$ cat config.mk
export PLATFORM = sky130hd
export DESIGN_NAME = ectci_top
export DESIGN_NICKNAME = d
export VERILOG_FILES = /design/src/design/ectci_pkg.sv /design/src/design/ectci_top.sv /design/src/design/ectci_chan1_out.sv
export VERILOG_INCLUDE_DIRS = /design/src /design/src/design
export SDC_FILE = /design/constraint.sdc
export NUM_CORES = 1
export LEC_CHECK = 0
export ABC_AREA = 1
export BUFFER_PORTS_ARGS = -buffer_cell sky130_fd_sc_hd__clkbuf_2
export CORE_ASPECT_RATIO = 1.5
export CORE_MARGIN = 1
export CORE_UTILIZATION = 44
export CTS_BUF_LIST = sky130_fd_sc_hd__clkbuf_8
export DETAILED_ROUTE_END_ITERATION = 10
export PLACE_DENSITY_LB_ADDON = 0.15
export SETUP_SLACK_MARGIN = 0.3
export SLEW_MARGIN = 25
export SYNTH_ARGS = -nofsm -noshare
export SYNTH_HDL_FRONTEND = slang
export SYNTH_SLANG_ARGS = --single-unit
$ cat constraint.sdc
create_clock -name sys_clk -period 1.9 [get_ports sys_clk]
set_clock_uncertainty 0.05 [all_clocks]
set_input_delay 0.095 -clock sys_clk [delete_from_list [all_inputs] [get_ports sys_clk]]
set_output_delay 0.095 -clock sys_clk [all_outputs]
set_load 0.02 [all_outputs]
$ cat src/design/ectci_params.svh
// Register offsets, field positions and reset values of the timer compare block
`ifndef ECTCI_PARAMS_SVH
`define ECTCI_PARAMS_SVH

`define ECTCI_ADDR_IRQ_FLAG_BANK   8'hD8
`define ECTCI_ADDR_CH0_LEVEL       8'hED
`define ECTCI_ADDR_CH1_CONTROL     8'hEE
`define ECTCI_ADDR_CH1_LEVEL       8'hEF

`define ECTCI_CTL_IRQ_MASK_BIT     6
`define ECTCI_CTL_ACTION_MSB       5
`define ECTCI_CTL_ACTION_LSB       3
`define ECTCI_CTL_ENABLE_BIT       2
`define ECTCI_CTL_STORED_MASK      8'h7F

`define ECTCI_FLG_WRAP_MASK_BIT    6
`define ECTCI_FLG_B_CH1_BIT        5
`define ECTCI_FLG_B_CH0_BIT        4
`define ECTCI_FLG_B_OVF_BIT        3
`define ECTCI_FLG_A_CH1_BIT        2
`define ECTCI_FLG_A_CH0_BIT        1
`define ECTCI_FLG_A_OVF_BIT        0

`define ECTCI_RST_LEVEL            8'h00
`define ECTCI_RST_CONTROL          8'h40
`define ECTCI_RST_FLAGS            6'h00
`define ECTCI_RST_WRAP_MASK        1'h1
`define ECTCI_COUNT_TOP            8'hFF
`define ECTCI_COUNT_ZERO           8'h00

`endif

$ cat src/design/ectci_pkg.sv
// Types shared by the timer compare block
package ectci_pkg;

  typedef enum logic [2:0] {
    ECTCI_ACT_SET        = 3'b000,
    ECTCI_ACT_CLEAR      = 3'b001,
    ECTCI_ACT_TOGGLE     = 3'b010,
    ECTCI_ACT_SET_UP     = 3'b011,
    ECTCI_ACT_CLEAR_UP   = 3'b100,
    ECTCI_ACT_SET_CH0CLR = 3'b101,
    ECTCI_ACT_CLR_CH0SET = 3'b110,
    ECTCI_ACT_UNUSED     = 3'b111
  } ectci_action_t;

  typedef enum logic [1:0] {
    ECTCI_MODE_FREE   = 2'b00,
    ECTCI_MODE_DOWN   = 2'b01,
    ECTCI_MODE_MODULO = 2'b10,
    ECTCI_MODE_UPDOWN = 2'b11
  } ectci_count_mode_t;

  typedef struct packed {
    logic out_level;
  } ectci_out_state_t;

  typedef struct packed {
    logic [7:0] level0;
    logic [7:0] ctl;
    logic [7:0] level1;
    logic [5:0] flags;
    logic       wrap_mask;
    logic [7:0] count;
    logic       dir_down;
    logic       counted;
    logic       ovf_evt;
    logic       ch1_evt;
    logic [7:0] rdata;
  } ectci_top_state_t;

endpackage

$ cat src/design/ectci_top.sv
// Eight-bit timer counter, channel 1 compare and shared interrupt flag bank
`timescale 1ns/1ps
`include "ectci_params.svh"

// Notes on behaviour
// (RULE1) Channel 0 level register, read/write, resets zero
// (RULE2) Channel 1 level register, read/write, resets zero
// (RULE3) Channel 1 mask bit 6, resets one
// (RULE4) Match: set, clear or toggle output
// (RULE5) Code 011: set up-match, clear zero/down-match
// (RULE6) Code 100: clear up-match, set zero/down-match
// (RULE7) 101/110 use channel 0 match; 111 idle
// (RULE8) Bit 2 enables channel 1 compare
// (RULE9) Software writes zero to bits 1:0
// (RULE10) Flag bits 5..3 for this timer
// (RULE11) Flag bits 2..0 for sibling timer
// (RULE12) Bit 6 wrap mask resets one; bit 7 zero
// (RULE13) Up/down and modulo bounded by channel 0 level
// (RULE14) Events set flags; write zero clears
module ectci_top (
  input  wire logic       sys_clk,
  input  wire logic       reset,
  input  wire logic [7:0] sfr_addr,
  input  wire logic       sfr_wr,
  input  wire logic [7:0] sfr_wdata,
  input  wire logic       sfr_rd,
  input  wire logic       count_tick,
  input  wire logic       count_clear,
  input  wire logic [1:0] count_mode,
  input  wire logic       b_chan0_event,
  input  wire logic       a_chan1_event,
  input  wire logic       a_chan0_event,
  input  wire logic       a_overflow_event,
  output logic [7:0]      sfr_rdata,
  output logic [7:0]      count_value,
  output logic            counting_down,
  output logic            chan1_out,
  output logic            chan1_irq_mask,
  output logic            wrap_irq_mask,
  output logic [5:0]      pending_flags
);

  ectci_pkg::ectci_top_state_t  state;
  ectci_pkg::ectci_top_state_t  next_state;
  ectci_pkg::ectci_count_mode_t mode;
  logic                         wr_flags;
  logic                         own_match;
  logic                         ch0_match;
  logic                         at_zero;
  logic [5:0]                   set_vec;
  logic [5:0]                   keep_vec;
  logic                         out_level;

  assign mode      = ectci_pkg::ectci_count_mode_t'(count_mode);
  assign wr_flags  = sfr_wr && (sfr_addr == `ECTCI_ADDR_IRQ_FLAG_BANK);
  // Compares look at the count already stepped, not the one being loaded
  assign own_match = (state.count == state.level1);
  assign ch0_match = (state.count == state.level0);
  assign at_zero   = (state.count == `ECTCI_COUNT_ZERO);

  always_comb begin
    next_state         = state;
    next_state.counted = 1'b0;
    next_state.ovf_evt = 1'b0;
    next_state.ch1_evt = 1'b0;

    // Counter; compare is evaluated the cycle after each step
    if (count_clear) begin
      next_state.count    = `ECTCI_COUNT_ZERO;
      next_state.dir_down = 1'b0;
    end else if (count_tick) begin
      next_state.counted = 1'b1;
      case (mode)
        ectci_pkg::ECTCI_MODE_FREE: begin
          // Rolling over from the top value is the overflow event
          next_state.count = state.count + 8'h01;
          if (state.count == `ECTCI_COUNT_TOP) next_state.ovf_evt = 1'b1;
        end
        ectci_pkg::ECTCI_MODE_DOWN: begin
          // Underflow reloads from the channel 0 level
          if (at_zero) begin
            next_state.count   = state.level0;
            next_state.ovf_evt = 1'b1;
          end else begin
            next_state.count = state.count - 8'h01;
          end
        end
        ectci_pkg::ECTCI_MODE_MODULO: begin
          // Compared with >= so a level lowered under the count still wraps
          if (state.count >= state.level0) begin // see (RULE13)
            next_state.count   = `ECTCI_COUNT_ZERO;
            next_state.ovf_evt = 1'b1;
          end else begin
            next_state.count = state.count + 8'h01;
          end
        end
        ectci_pkg::ECTCI_MODE_UPDOWN: begin
          if (!state.dir_down) begin
            if (state.count >= state.level0) begin // see (RULE13)
              // A zero level would otherwise wrap below zero
              next_state.dir_down = (state.level0 != `ECTCI_COUNT_ZERO);
              next_state.count    = next_state.dir_down ? state.count - 8'h01
                                                        : `ECTCI_COUNT_ZERO;
              next_state.ovf_evt  = !next_state.dir_down;
            end else begin
              next_state.count = state.count + 8'h01;
            end
          end else begin
            next_state.count = state.count - 8'h01;
            if (state.count <= 8'h01) begin // see (RULE13)
              next_state.count    = `ECTCI_COUNT_ZERO;
              next_state.dir_down = 1'b0;
              next_state.ovf_evt  = 1'b1;
            end
          end
        end
        default: begin
          next_state.count = state.count;
        end
      endcase
    end

    // Channel 1 flag trails the output by one edge; masks only go out on ports
    if (state.counted && state.ctl[`ECTCI_CTL_ENABLE_BIT] && own_match) begin // see (RULE8)
      next_state.ch1_evt = 1'b1;
    end

    // Register writes
    if (sfr_wr) begin
      case (sfr_addr)
        `ECTCI_ADDR_CH0_LEVEL: begin
          next_state.level0 = sfr_wdata; // see (RULE1)
        end
        `ECTCI_ADDR_CH1_LEVEL: begin
          next_state.level1 = sfr_wdata; // see (RULE2)
        end
        `ECTCI_ADDR_CH1_CONTROL: begin
          // Reserved low bits are stored as written; top bit never stored
          next_state.ctl = sfr_wdata & `ECTCI_CTL_STORED_MASK; // see (RULE3)
        end
        `ECTCI_ADDR_IRQ_FLAG_BANK: begin
          next_state.wrap_mask = sfr_wdata[`ECTCI_FLG_WRAP_MASK_BIT]; // see (RULE12)
        end
        default: begin
          // Unmapped writes leave every register alone
          next_state.level0 = state.level0;
        end
      endcase
    end

    // Flags: a one written keeps a flag, and a new event beats a clear
    set_vec = '0;
    set_vec[`ECTCI_FLG_B_CH1_BIT] = state.ch1_evt; // see (RULE10)
    set_vec[`ECTCI_FLG_B_CH0_BIT] = b_chan0_event;
    set_vec[`ECTCI_FLG_B_OVF_BIT] = state.ovf_evt;
    set_vec[`ECTCI_FLG_A_CH1_BIT] = a_chan1_event; // see (RULE11)
    set_vec[`ECTCI_FLG_A_CH0_BIT] = a_chan0_event;
    set_vec[`ECTCI_FLG_A_OVF_BIT] = a_overflow_event;
    keep_vec = wr_flags ? sfr_wdata[5:0] : 6'h3F;
    next_state.flags = (state.flags & keep_vec) | set_vec; // see (RULE14)

    // Registered read data; unmapped addresses read zero
    if (sfr_rd) begin
      case (sfr_addr)
        `ECTCI_ADDR_CH0_LEVEL: begin
          next_state.rdata = state.level0; // see (RULE1)
        end
        `ECTCI_ADDR_CH1_LEVEL: begin
          next_state.rdata = state.level1; // see (RULE2)
        end
        `ECTCI_ADDR_CH1_CONTROL: begin
          next_state.rdata = state.ctl;
        end
        `ECTCI_ADDR_IRQ_FLAG_BANK: begin
          next_state.rdata = {1'b0, state.wrap_mask, state.flags}; // see (RULE12)
        end
        default: begin
          next_state.rdata = 8'h00;
        end
      endcase
    end
  end

  always_ff @(posedge sys_clk or posedge reset) begin
    if (reset) begin
      // Mask bits come out of reset at one, so interrupts start enabled
      state           <= '0;
      state.level0    <= `ECTCI_RST_LEVEL; // see (RULE1)
      state.level1    <= `ECTCI_RST_LEVEL; // see (RULE2)
      state.ctl       <= `ECTCI_RST_CONTROL; // see (RULE3)
      state.flags     <= `ECTCI_RST_FLAGS; // see (RULE11)
      state.wrap_mask <= `ECTCI_RST_WRAP_MASK; // see (RULE12)
    end else begin
      state <= next_state;
    end
  end

  // Output action lands one edge after the counter step
  ectci_chan1_out ectci_chan1_out_i (
    .sys_clk       (sys_clk),
    .reset         (reset),
    .eval          (state.counted),
    .enable        (state.ctl[`ECTCI_CTL_ENABLE_BIT]),
    .action        (ectci_pkg::ectci_action_t'(
                      state.ctl[`ECTCI_CTL_ACTION_MSB:`ECTCI_CTL_ACTION_LSB])),
    .own_match     (own_match),
    .ch0_match     (ch0_match),
    .at_zero       (at_zero),
    .counting_down (state.dir_down),
    .updown        (mode == ectci_pkg::ECTCI_MODE_UPDOWN),
    .out_level     (out_level)
  );

  // Every output is a register bit with no logic behind the flop
  assign sfr_rdata      = state.rdata;
  assign count_value    = state.count;
  assign counting_down  = state.dir_down;
  assign chan1_out      = out_level;
  assign chan1_irq_mask = state.ctl[`ECTCI_CTL_IRQ_MASK_BIT];
  assign wrap_irq_mask  = state.wrap_mask;
  assign pending_flags  = state.flags;

endmodule

$ cat src/design/ectci_chan1_out.sv
// Channel 1 compare output action logic
`timescale 1ns/1ps
module ectci_chan1_out (
  input  wire logic                   sys_clk,
  input  wire logic                   reset,
  input  wire logic                   eval,
  input  wire logic                   enable,
  input  wire ectci_pkg::ectci_action_t action,
  input  wire logic                   own_match,
  input  wire logic                   ch0_match,
  input  wire logic                   at_zero,
  input  wire logic                   counting_down,
  input  wire logic                   updown,
  output logic                        out_level
);

  ectci_pkg::ectci_out_state_t state;
  ectci_pkg::ectci_out_state_t next_state;

  always_comb begin
    next_state = state;
    if (eval && enable) begin // see (RULE8)
      case (action)
        ectci_pkg::ECTCI_ACT_SET: begin
          if (own_match) next_state.out_level = 1'b1; // see (RULE4)
        end
        ectci_pkg::ECTCI_ACT_CLEAR: begin
          if (own_match) next_state.out_level = 1'b0; // see (RULE4)
        end
        ectci_pkg::ECTCI_ACT_TOGGLE: begin
          if (own_match) next_state.out_level = ~state.out_level; // see (RULE4)
        end
        ectci_pkg::ECTCI_ACT_SET_UP: begin
          if (own_match && !counting_down) next_state.out_level = 1'b1; // see (RULE5)
          else if (updown && own_match && counting_down) next_state.out_level = 1'b0;
          else if (!updown && at_zero) next_state.out_level = 1'b0; // see (RULE5)
        end
        ectci_pkg::ECTCI_ACT_CLEAR_UP: begin
          if (own_match && !counting_down) next_state.out_level = 1'b0; // see (RULE6)
          else if (updown && own_match && counting_down) next_state.out_level = 1'b1;
          else if (!updown && at_zero) next_state.out_level = 1'b1; // see (RULE6)
        end
        ectci_pkg::ECTCI_ACT_SET_CH0CLR: begin
          // Own match wins when both levels are equal
          if (own_match) next_state.out_level = 1'b1; // see (RULE7)
          else if (ch0_match) next_state.out_level = 1'b0;
        end
        ectci_pkg::ECTCI_ACT_CLR_CH0SET: begin
          if (own_match) next_state.out_level = 1'b0; // see (RULE7)
          else if (ch0_match) next_state.out_level = 1'b1;
        end
        default: begin
          next_state = state;
        end
      endcase
    end
  end

  always_ff @(posedge sys_clk or posedge reset) begin
    if (reset) begin
      state <= '0;
    end else begin
      state <= next_state;
    end
  end

  assign out_level = state.out_level;

endmodule

== Word level (Yosys, flattened, before mapping) ==
Cells that the tools add are included.
Cells by class
  eq/ne operators: 23
  bitwise operators: 3
  magnitude comparators: 2
  add/sub/neg operators: 2
  reduce and logical (&&, ||, !) cells: 23
  multiplexer cells: 36
Operators with widths (number)
  8-bit one-hot mux with 4 select lines: 2
  8-bit == test (second input constant): 5
  8-bit 2-to-1 mux: 4
  9-bit 2-to-1 mux: 3
  1-bit 2-to-1 mux: 22
  8-bit == test: 2
  11-bit 2-to-1 mux: 1
  2-bit AND reduction: 5
  3-bit == test (second input constant): 3
  9-bit AND reduction: 1
  8-bit by 1-bit adder with 8-bit output (second input constant): 1
  8-bit greater-or-equal comparator: 1
  8-bit by 1-bit less-or-equal comparator with 1-bit output (second input constant): 1
  8-bit logical NOT: 1
  4-bit by 1-bit inequality test with 1-bit output (second input constant): 2
  8-bit nonzero test: 1
  8-bit by 1-bit subtractor with 8-bit output (second input constant): 1
  1-bit logical AND: 7
  1-bit one-hot mux with 7 select lines: 1
  7-bit nonzero test: 1
  6-bit bitwise AND: 1
  3-bit by 2-bit == test with 1-bit output (second input constant): 2
  6-bit 2-to-1 mux: 1
  2-bit by 1-bit inequality test with 1-bit output (second input constant): 3
  other kinds (12): 17
Storage, ports and cells
  register bits after elaboration: 51
  input port bits: 28

== Longest topological paths before layout ==
Gate-level depths: netlist (run 1).
  word-level depth: 7
  mapped depth: 17
  gate-level depth less buffers: 16

== By module ==
From an unflattened synthesis (run 1), not the netlist that was laid out.
Second synthesis, totals
  cell total of the unflattened synthesis: 555
  area total of the unflattened synthesis: 3776.1 sq um
By module, submodules not included
  ectci_top: times used 1, area each 3557.2 sq um, cells an instance 510, seq. area each 1253.7 sq um
  ectci_chan1_out: times used 1, area each 219.0 sq um, cells an instance 45, seq. area each 25.0 sq um

== Worst setup path after synthesis (run 1) ==
Ideal clock, no wire load.
  kind: register -> register
  from: register state, in the netlist count_value[0]
  to: register state, in the netlist count_value[5]
  stages on the path, launching flop included: 17
  required time: 1.733 ns
  setup time: 0.117 ns
  path buffers: 2
  setup slack: -0.039 ns
  data arrival time: 1.772 ns
  period minus slack after synthesis: 1.939 ns
  cell sequence: dfrtp_1 > buf_4 > inv_2 > ha_1 > nand2_1 > nor2_1 > nand2_1 > nand2_1 > nor2_2 > buf_2 > nand3_1 > nand2_1 > nand2_1 > nand2_1 > nand2_1 > nand2_1 > nand2_1
On the way
  longest elaborated chain between the ends: 7
  elaborated cells between the ends (all ways): 14
Ends and longest elaborated chain
  start: declaration: line ectci_top.sv:43  | ectci_pkg::ectci_top_state_t state;
  start signal: assignment: line ectci_top.sv:194  | state <= next_state;
  8-bit by 1-bit subtractor with 8-bit output: line ectci_top.sv:85, ectci_top.sv:102, ectci_top.sv:109
  8-bit 2-to-1 mux (no source line)
  8-bit 2-to-1 mux: line ectci_top.sv:99  | if (state.count >= state.level0) begin
  9-bit 2-to-1 mux: line ectci_top.sv:98  | if (!state.dir_down) begin
  8-bit one-hot mux with 4 select lines (*): line ectci_top.sv:73  | case (mode)
  11-bit 2-to-1 mux (*): line ectci_top.sv:71  | end else if (count_tick) begin
  9-bit 2-to-1 mux (*): line ectci_top.sv:68  | if (count_clear) begin
Mark *: on every way between the ends. The rest lies on a longest branch, timed or not. The select of a mux whose other input is x is not followed.
A chain may end at the register's enable or synchronous reset.

== Final worst setup path (run 1) ==
  from: register state[46] (netlist name)
  to: register state, in the netlist count_value[5]
On the way
  longest elaborated chain between the ends: 7
  elaborated cells between the ends (all ways): 9
Ends and longest elaborated chain (line)
  parallel branches: the longest is 4 deep, another holds 8-bit greater-or-equal comparator
  8-bit one-hot mux with 4 select lines (*): ectci_top.sv:73
  11-bit 2-to-1 mux (*): ectci_top.sv:71
  9-bit 2-to-1 mux (*): ectci_top.sv:68
Mark *: on every way between the ends. The select of a mux whose other input is x is not followed.

==> out/qor.yml, run 1 <==
yosys_warnings: 0
fmax_mhz: 530.9
slew_headroom: 0.6308
clk_path_buf_depth: 2
critPathCaptureType: "flop"
drive_gt1_frac: 0.3063
path_common_cell: "nand2_1"
grt_pass1_wl_um: 19630
multi_input_area_um2: 2411
drt_wl_total_um: 12350
routedWlPerCell_um: 15.65
core_um2: 8776
netlist_instances: 585
p_seq_frac: 0.326
critPathLaunch: "state[46]"
cp_top_family: "simple AND/OR/NAND/NOR gates"
ff2ff_path_depth: 15
grt_overflow_total: 0
cp_data_arrival_time_ns: 2.04
power.switching_mw: 1.457
start_util: 0.4500
netlist_area_um2: 3949
clock_sinks: 51
synthTopCellsByArea: "dfrtp_1 (31%), nand2_1 (20%), inv_1 (6.2%)"
path_buf_inv: 2
path_clk_slew_ns: 0.10
crit_slowest_cell: "dfrtp_1"
final-seq-area_um2: 1282
r2r_slack_ns: 0.02
avgViaCountPerCell: 5.090
most-common-layout-cells: "nand2_1 (198), inv_1 (58), clkbuf_2 (53), buf_4 (49), dfrtp_1 (46)"
p_leak_nw: 2.630
final_common_cell: "nand2_1"
timing.rr.start: "state[46]"
cap_violations: 0
grt_max_degree: 35
synth_fp_nets: 624
drc: 0
ys_seq_area_frac: 0.3238
switching_share: 0.3956
setup_viol: 0
die_area_um2: 9365
synth_ff_type: "dfrtp_1"
yosysTopAreaCell: "dfrtp_1"
die_h_um: 118.0
tightest_slew_ns: 0.5517
n_fill_cell: 851
intPower_mw: 2.226
areaGrowthSynthToFinish_pct: 29.88
finalNonFillerCells: 789
die_w_um: 79.35
synth-edff-count: 0
yosysUniqueCellTypes: 40
r2r-end: "count_value[5]"
rsz0062_at_grt: "true"
period_minus_slack_ns: 1.884
antenna_found_initial: 0
final_nets: 717
clkPwrFrac: 0.210
worstSetupPathType: "flop to flop"
numCtsBuffers: 5
ir_drop_v: 0.0004446
placementRows: 42
drt-pass1-iter-count: 5
grt_pass1_vias: 4001
ctsHtreeMaxLevel: 2
hp-class: "primary input to flop"
dp_cells: 750
synth-seq-cells: 51
outcome: "finished clean"
antenna_cells: 0
num_vias: 4016
path_cells: "inv_2 > ha_4 > nand2_4 > nor2_4 > nand2_2 > nand2_2 > nor2_4 > buf_6 > nand3_1 > nand2_1 > nand2_1 > nand2_1 > nand2_1 > nand2_1 > nand2_1"
worstHoldStart: "sfr_wdata[2]"
pin_count: 54
gp_congestion: 0.9831
async_flop_share: 1.000
synth_top_area_frac: 0.3105
final_max_slew_viol_count: 0
io_buffer_count: 53
drt-initial-drc-count: 175
fin_area_um2: 5129
holdPathEnd: "state[45]"
finalCritPeriodShare: 0.9913
synth.avg_cell_area_um2: 6.750
crit_path_max_fanout: 6
ant_nets: 0
max_stage_delay_ns: 0.40
root_buffer: "clkbuf_8"
crit_path_start_kind: "flop"
tritoncts: "yes"
critical_path_depth: 15
grt_use_total: 0.2775
placed_area_um2: 4423
post-dp-hpwl_um: 9280
hold_viol: 0
p_per_area_nw_per_um2: 718.2
whs_path_depth: 3
pwr-share-comb: 0.464
required_ns: 2.06
clk_latency_ns: 0.32
[layout make-up]
type                    count  share of cell area
well taps                 110             0.02684
clock inverters             3            0.008051
clock buffers               5             0.01342
inverters                  75             0.05831
repair buffers            125              0.1732
flip-flops and latches     51              0.2501
multi-input cells         420              0.4701
[logic make-up (layout without fill, tap and decap cells)]
family	count (synthesis)	in the layout	share of synthesized area
and+or+nand+nor	333	333	0.3856
DFF	51	51	0.3238
AOI/OAI and AO/OA	69	69	0.09601
xor gates and xnor gates	7	7	0.01743
adders and majority gates	11	11	0.03485
buffers and inverters	114	208	0.1423
[how the worst max path moves through the flow]
stage                           to
detailed placement  count_value[0]
floorplan           count_value[4]
global placement    count_value[0]
global route        count_value[1]
finish              count_value[5]
CTS                 count_value[5]
[state kept, by name, indices dropped and copies added, names as in the netlist]
name                         count
chan1_irq_mask                   1
count_value                      8
counting_down                    1
ectci_chan1_out_i.out_level      1
pending_flags                    6
set_vec                          2
sfr_rdata                        8
state                           23
wrap_irq_mask                    1
[routing by layer]
metal | GRT usage | vias to the layer above | wire, µm
li1 | - | 2012 | -
met1 | 0.3076 | 1827 | 4763
met2 | 0.4876 | 129 | 6401
met3 | 0.03566 | 48 | 444
met4 | 0.1739 | 0 | 740
met5 | 0 | - | 0
[power by group through the flow]
stage | registers, mW | clock network (mW) | logic [mW]
after floorplan | 1.21 | 0 | 0.927
after global placement | 1.21 | 0 | 1.34
after detailed placement | 1.21 | 0 | 1.35
after CTS | 1.20 | 0.803 | 1.55
after global routing | 1.21 | 0.832 | 1.85
final | 1.20 | 0.772 | 1.71
[through the flow]
step	total power [mW]	setup TNS, ns	setup WS, ns	util	hold WS (ns)
3_5_place_dp	2.562	-1.188	-0.1744	0.5040	0.05970
5_1_grt	3.892	-0.6425	-0.1071	0.5844	0.02895
4_1_cts	3.550	0	0.04927	0.5640	0.0008906
2_1_floorplan	2.141	0	0.08751	-	0.1080
6_report	3.684	0	0.01647	0.5844	0.007287
3_3_place_gp	2.549	-1.064	-0.1930	0.5040	0.05538
[worst min-delay path, cell delays in order]
cell	delay, ns
clkbuf_2	0.09
inv_1	0.08
o21ai_1	0.07
[repair_timing]
action	in CTS	in global routing
resized for setup	48	30
hold buffers	13	0
endpoints found under the setup margin	11	15
endpoints found under the hold margin	26	0
pin swaps	26	22
setup buffers	9	9
[cells in the mapped netlist (6+ instances only)]
| master | number |
|---|---|
| nand2_1 | 209 |
| inv_1 | 65 |
| dfrtp_1 | 49 |
| nor2_1 | 42 |
| nand3_1 | 32 |
| buf_4 | 25 |
| o21ai_0 | 21 |
| a21oi_1 | 17 |
| o21ai_1 | 15 |
| nand4_1 | 14 |
| ha_1 | 11 |
| buf_2 | 8 |
| inv_2 | 8 |
| nor2_2 | 7 |
| o22ai_1 | 7 |
| nand2_2 | 6 |
(Power assumes the default switching activity.)
==> run 2, diff against run 1 <==
Settings changed: PLACE_DENSITY set to 0.66, PLACE_DENSITY_LB_ADDON 0.15 to unset.
==> run 2 against run 1 <==
  * The run now ends with negative setup slack left
  * Via count rose by 2.9%
  * Critical endpoint is now count_value[3]
  * Core utilization fell by 0.48 points
  * Largest power group unchanged
  * Critical path type unchanged
  * Worst setup slack got worse by 0.062 ns
  * Sequential share of layout area rose by 0.18 points
  * Die area did not move
  * Worst hold slack improved by 0.00084 ns
==> out/qor.yml, run 2 (same netlist as run 1, synthesis figures left out) <==
grt_max_degree: 36
gp_congestion: 0.9122
clock_sinks: 51
drc: 0
fin_util: 0.5796
largest_register_ffs: 23
final_nets: 717
avgViaCountPerCell: 5.240
core_um2: 8776
ant_nets: 0
path_cells: "inv_2 > ha_4 > nand2_2 > nor2_2 > nand2_2 > nand2_2 > nor2_4 > buf_6 > nand3_2 > nand2_1 > nand2_1 > nand2_1 > nand2_1 > nand2_1 > nand2_1"
grt_use_total: 0.2745
most-common-layout-cells: "nand2_1 (199), inv_1 (58), clkbuf_2 (53), dfrtp_1 (47), buf_4 (44)"
pin_count: 54
grt_pass1_wl_um: 19640
rsz0062_at_grt: "true"
dp_cells: 752
outcome: "finished with violations"
placementRows: 42
grt-busiest-layer: "met2"
cap_violations: 0
crit_slowest_cell: "dfrtp_1"
antenna_cells: 0
areaGrowthSynthToFinish_pct: 28.80
drt-pass1-iter-count: 6
fin_area_um2: 5086
p_per_area_nw_per_um2: 700.4
drive_gt1_frac: 0.3019
drt_wl_total_um: 12470
power_mw: 3.562
crit_path_max_fanout: 5
p_leak_nw: 2.619
whs_ns: 0.008130
clk_path_buf_depth: 2
fmax_mhz: 514.1
die_w_um: 79.35
post-dp-hpwl_um: 9239
final_common_cell: "nand2_1"
root_buffer: "clkbuf_8"
placed_area_um2: 4438
setup_viol: 5
slew_headroom: 0.6722
antenna_found_initial: 0
critPathCaptureType: "flop"
worstSetupPathType: "flop to flop"
cp_data_arrival_time_ns: 2.09
finalCritPeriodShare: 1.024
crit_path_start_kind: "flop"
path_common_cell: "nand2_1"
start_util: 0.4500
ctsHtreeMaxLevel: 2
grt_overflow_total: 0
die_area_um2: 9365
path_clk_slew_ns: 0.09
num_vias: 4134
required_ns: 2.05
final_max_slew_viol_count: 0
largest-register: "state"
tightest_slew_ns: 0.4916
drt-initial-drc-count: 245
tritoncts: "yes"
violations: "negative setup slack"
routedWlPerCell_um: 15.80
finalNonFillerCells: 789
die_h_um: 118.0
numCtsBuffers: 5
max_stage_delay_ns: 0.41
ir_drop_v: 0.0005749
grt_pass1_vias: 3968
grtUsageMet2: 0.4763
r2r_slack_ns: -0.05
period_minus_slack_ns: 1.945
io_buffer_count: 53
finalWorstSetupSlack_ns: -0.04517
met3_usage: 0.03101
hold_viol: 0
clk_latency_ns: 0.31
grt_use_met1: 0.3104
hp-class: "primary input to flop"
run 2: area by class of cell:
class                           count  area, µm²
Tap cell                          110      137.6
Inverter                           75      294.0
Sequential cell                    51       1281
Clock buffer                        5      68.82
Fill cell                         820       3690
Clock inverter                      3      41.29
Timing Repair Buffer              125      900.9
Multi-Input combinational cell    420       2362
run 2: layer usage:
metal  wire [µm]  up-vias
li1            -     2010
met1        4729     1922
met2        6433      150
met3         520       52
met4         784        0
met5           0        -
run 2: path summary, 6_finish.rpt:
check	startpoint	end	cells after the start
max	state[46]	count_value[3]	15
min	sfr_wdata[2]	state[29]	3
max reg2reg	state[46]	count_value[3]	15
min reg2reg	set_vec[5]	pending_flags[5]	2
max in group asynchronous	reset	wrap_irq_mask	4
min in group asynchronous	reset	pending_flags[4]	3
run 2: timing repair:
item	in CTS	in global routing
pin swaps	15	32
resized for setup	24	47
setup buffers	7	7
hold buffers	15	0
endpoints found under the setup margin	11	14
endpoints found under the hold margin	27	0
run 2: worst max-delay path: cells and delay by family, from the launching register on:
kind | cells | cell delay [ns]
adders and majority gates | 1 | 0.21
buffers and inverters | 2 | 0.25
DFF | 1 | 0.41
and+or+nand+nor | 12 | 0.91
run 2: per-stage QoR:
stage	setup TNS (ns)	setup slack (ns)
final	-0.1323	-0.04517
after global routing	-1.379	-0.1829
after CTS	-0.04403	-0.01755
after detailed placement	-1.426	-0.1847
after global placement	-1.271	-0.1834
after floorplan	0	0.08751
run 2: power by group:
part | leakage (nW) | internal [mW] | total, mW | switching [mW]
clock | 0.0556 | 0.388 | 0.772 | 0.384
combinational | 1.92 | 0.626 | 1.59 | 0.965
sequential | 0.648 | 1.14 | 1.20 | 0.0568
total | 2.62 | 2.16 | 3.56 | 1.41
==> run 3, diff against run 2 <==
Settings changed: BUFFER_PORTS_ARGS -buffer_cell sky130_fd_sc_hd__clkbuf_2 to unset, DONT_BUFFER_PORTS set to 1, GPL_ROUTABILITY_DRIVEN set to 0, PLACE_DENSITY 0.66 to unset.
==> run 3 against run 2 <==
  * The flow still finishes with violations (negative setup slack)
  * Global-route usage down 0.13 points
  * Register-to-register slack worse by 0.03 ns
  * Final cell count fell by 7.2%
  * Maximum frequency fell by 1.8%
  * Sequential power hardly changed
  * Total power down 4.2%
  * Worst hold slack better by 0.047 ns
  * Die area stayed put
  * Largest power group unchanged
  * Clock power shrank 15%
  * First-iteration DRC count is 10% lower
  * Critical path type unchanged
  * Worst setup slack got worse by 0.035 ns
  * Critical endpoint is now count_value[6]
==> out/qor.yml, run 3 (same netlist as run 1, synthesis figures left out) <==
path_clk_slew_ns: 0.10
multi_input_area_um2: 2296
crit_path_max_fanout: 5
clk_latency_ns: 0.32
worstSetupPathType: "flop to flop"
antenna_cells: 0
drt-pass1-iter-count: 4
p_leak_nw: 2.339
hold_viol: 0
grt_pass1_vias: 3930
die_area_um2: 9365
largest-register: "state"
areaGrowthSynthToFinish_pct: 18.00
p_per_area_nw_per_um2: 732.6
drt-initial-drc-count: 220
n_fill_cell: 888
root_buffer: "clkbuf_8"
fmax_mhz: 505.0
violations: "negative setup slack"
critPathCaptureType: "flop"
die_h_um: 118.0
whs_ns: 0.05505
final-seq-area_um2: 1281
grt_max_degree: 24
drt_wl_total_um: 11970
largest_register_ffs: 23
final_max_slew_viol_count: 0
num_vias: 3836
crit_path_start_kind: "flop"
ir_drop_v: 0.0005308
final_common_cell: "nand2_1"
post-dp-hpwl_um: 9097
timing.rr.start: "count_value[5]"
ctsHtreeMaxLevel: 2
tightest_slew_ns: 0.5109
ant_nets: 0
holdPathEnd: "count_value[6]"
cap_violations: 0
outcome: "finished with violations"
antenna_found_initial: 0
fin_util: 0.5309
finalCritPeriodShare: 1.042
grt_pass1_wl_um: 19360
clk_path_buf_depth: 2
finalWorstSetupSlack_ns: -0.08014
pin_count: 54
routedWlPerCell_um: 16.35
setup_viol: 10
placed_area_um2: 4153
slew_headroom: 0.6589
avgViaCountPerCell: 5.240
r2r_slack_ns: -0.08
r2r-end: "count_value[6]"
ff2ff_path_depth: 15
clock_sinks: 51
fin_area_um2: 4659
die_w_um: 79.35
period_minus_slack_ns: 1.980
hp-class: "primary input to flop"
final_nets: 660
grt_overflow_total: 0
grt_use_total: 0.2731
numCtsBuffers: 5
required_ns: 2.07
drive_gt1_frac: 0.2058
drc: 0
placementRows: 42
core_um2: 8776
start_util: 0.4500
rsz0062_at_grt: "true"
worstHoldStart: "count_tick"
most-common-layout-cells: "nand2_1 (201), inv_1 (60), dfrtp_1 (47), buf_4 (43), nor2_1 (39)"
io_buffer_count: 0
whs_path_depth: 4
cp_data_arrival_time_ns: 2.15
tritoncts: "yes"
run 3: cell types whose count changed in the layout (fill, tap and decap cells not counted), moves of 3 or more:
cell,delta
o21ai_0,+3
ha_4,-4
buf_6,-9
nor2_4,-3
clkbuf_2,-53
dlygate4sd3_1,+6
nor2_1,+3
nand3_2,-3
ha_1,+6
run 3: how the worst max path moves through the flow:
| stage | start | endpoint | slack [ns] | cells after the start |
|---|---|---|---|---|
| floorplan | count_value[0] | count_value[4] | 0.09 | 16 |
| global placement | state[50] | count_value[1] | -0.12 | 15 |
| detailed placement | state[50] | count_value[4] | -0.19 | 15 |
| CTS | count_value[2] | count_value[4] | -0.06 | 15 |
| global route | count_value[1] | count_value[7] | -0.23 | 16 |
| finish | count_value[5] | count_value[6] | -0.08 | 15 |
run 3: power by group:
group	leakage (nW)	total, mW	internal, mW	switching [mW]
sequential	0.648	1.21	1.14	0.0668
clock	0.0460	0.660	0.260	0.399
combinational	1.64	1.54	0.592	0.952
run 3: what timing repair did:
item                                    4_1_cts  5_1_grt
endpoints found under the hold margin        61        0
gates resized for setup                      26       17
pin swaps                                    14       10
endpoints found under the setup margin       11       13
buffers inserted                              1        2
hold buffers                                 21        0
cloned                                        1        1
run 3: layer usage:
metal	GRT usage	vias up	wire (µm)
met2	0.4849	126	6254
li1	-	1897	-
met4	0.1648	0	611
met5	0	-	0
met1	0.2999	1778	4609
met3	0.03643	35	495
run 3: critical path, stage by stage (launching register included):
cell	delay (ns)
dfrtp_1	0.45
ha_4	0.29
nand2_1	0.08
nor2_4	0.18
nand2_4	0.08
nand2_4	0.07
nor2_4	0.05
buf_4	0.14
nand2_4	0.11
nand2_1	0.06
nand2_1	0.06
nand2_1	0.05
nand2_1	0.07
nand2_1	0.05
nand2_1	0.05
nand2_1	0.04
run 3: area by class of cell:
class                      instances  share of cell area
clock buffer                       5             0.01477
clock inverter                     3            0.004296
inverter                          75             0.06203
multi-input combinational        421              0.4927
sequential                        51              0.2750
tap                              110             0.02954
timing repair buffer              67              0.1216
run 3: stage by stage:
| stage | cells | power (mW) | TNS (ns) | worst slack [ns] |
|---|---|---|---|---|
| 6_report | 732 | 3.413 | -0.5768 | -0.08014 |
| 5_1_grt | 732 | 3.622 | -1.858 | -0.2324 |
| 4_1_cts | 729 | 3.314 | -0.3920 | -0.06075 |
| 3_5_place_dp | 698 | 2.472 | -1.862 | -0.1897 |
| 3_3_place_gp | 698 | 2.451 | -1.051 | -0.1190 |
| 2_1_floorplan | 585 | 2.141 | 0 | 0.08751 |
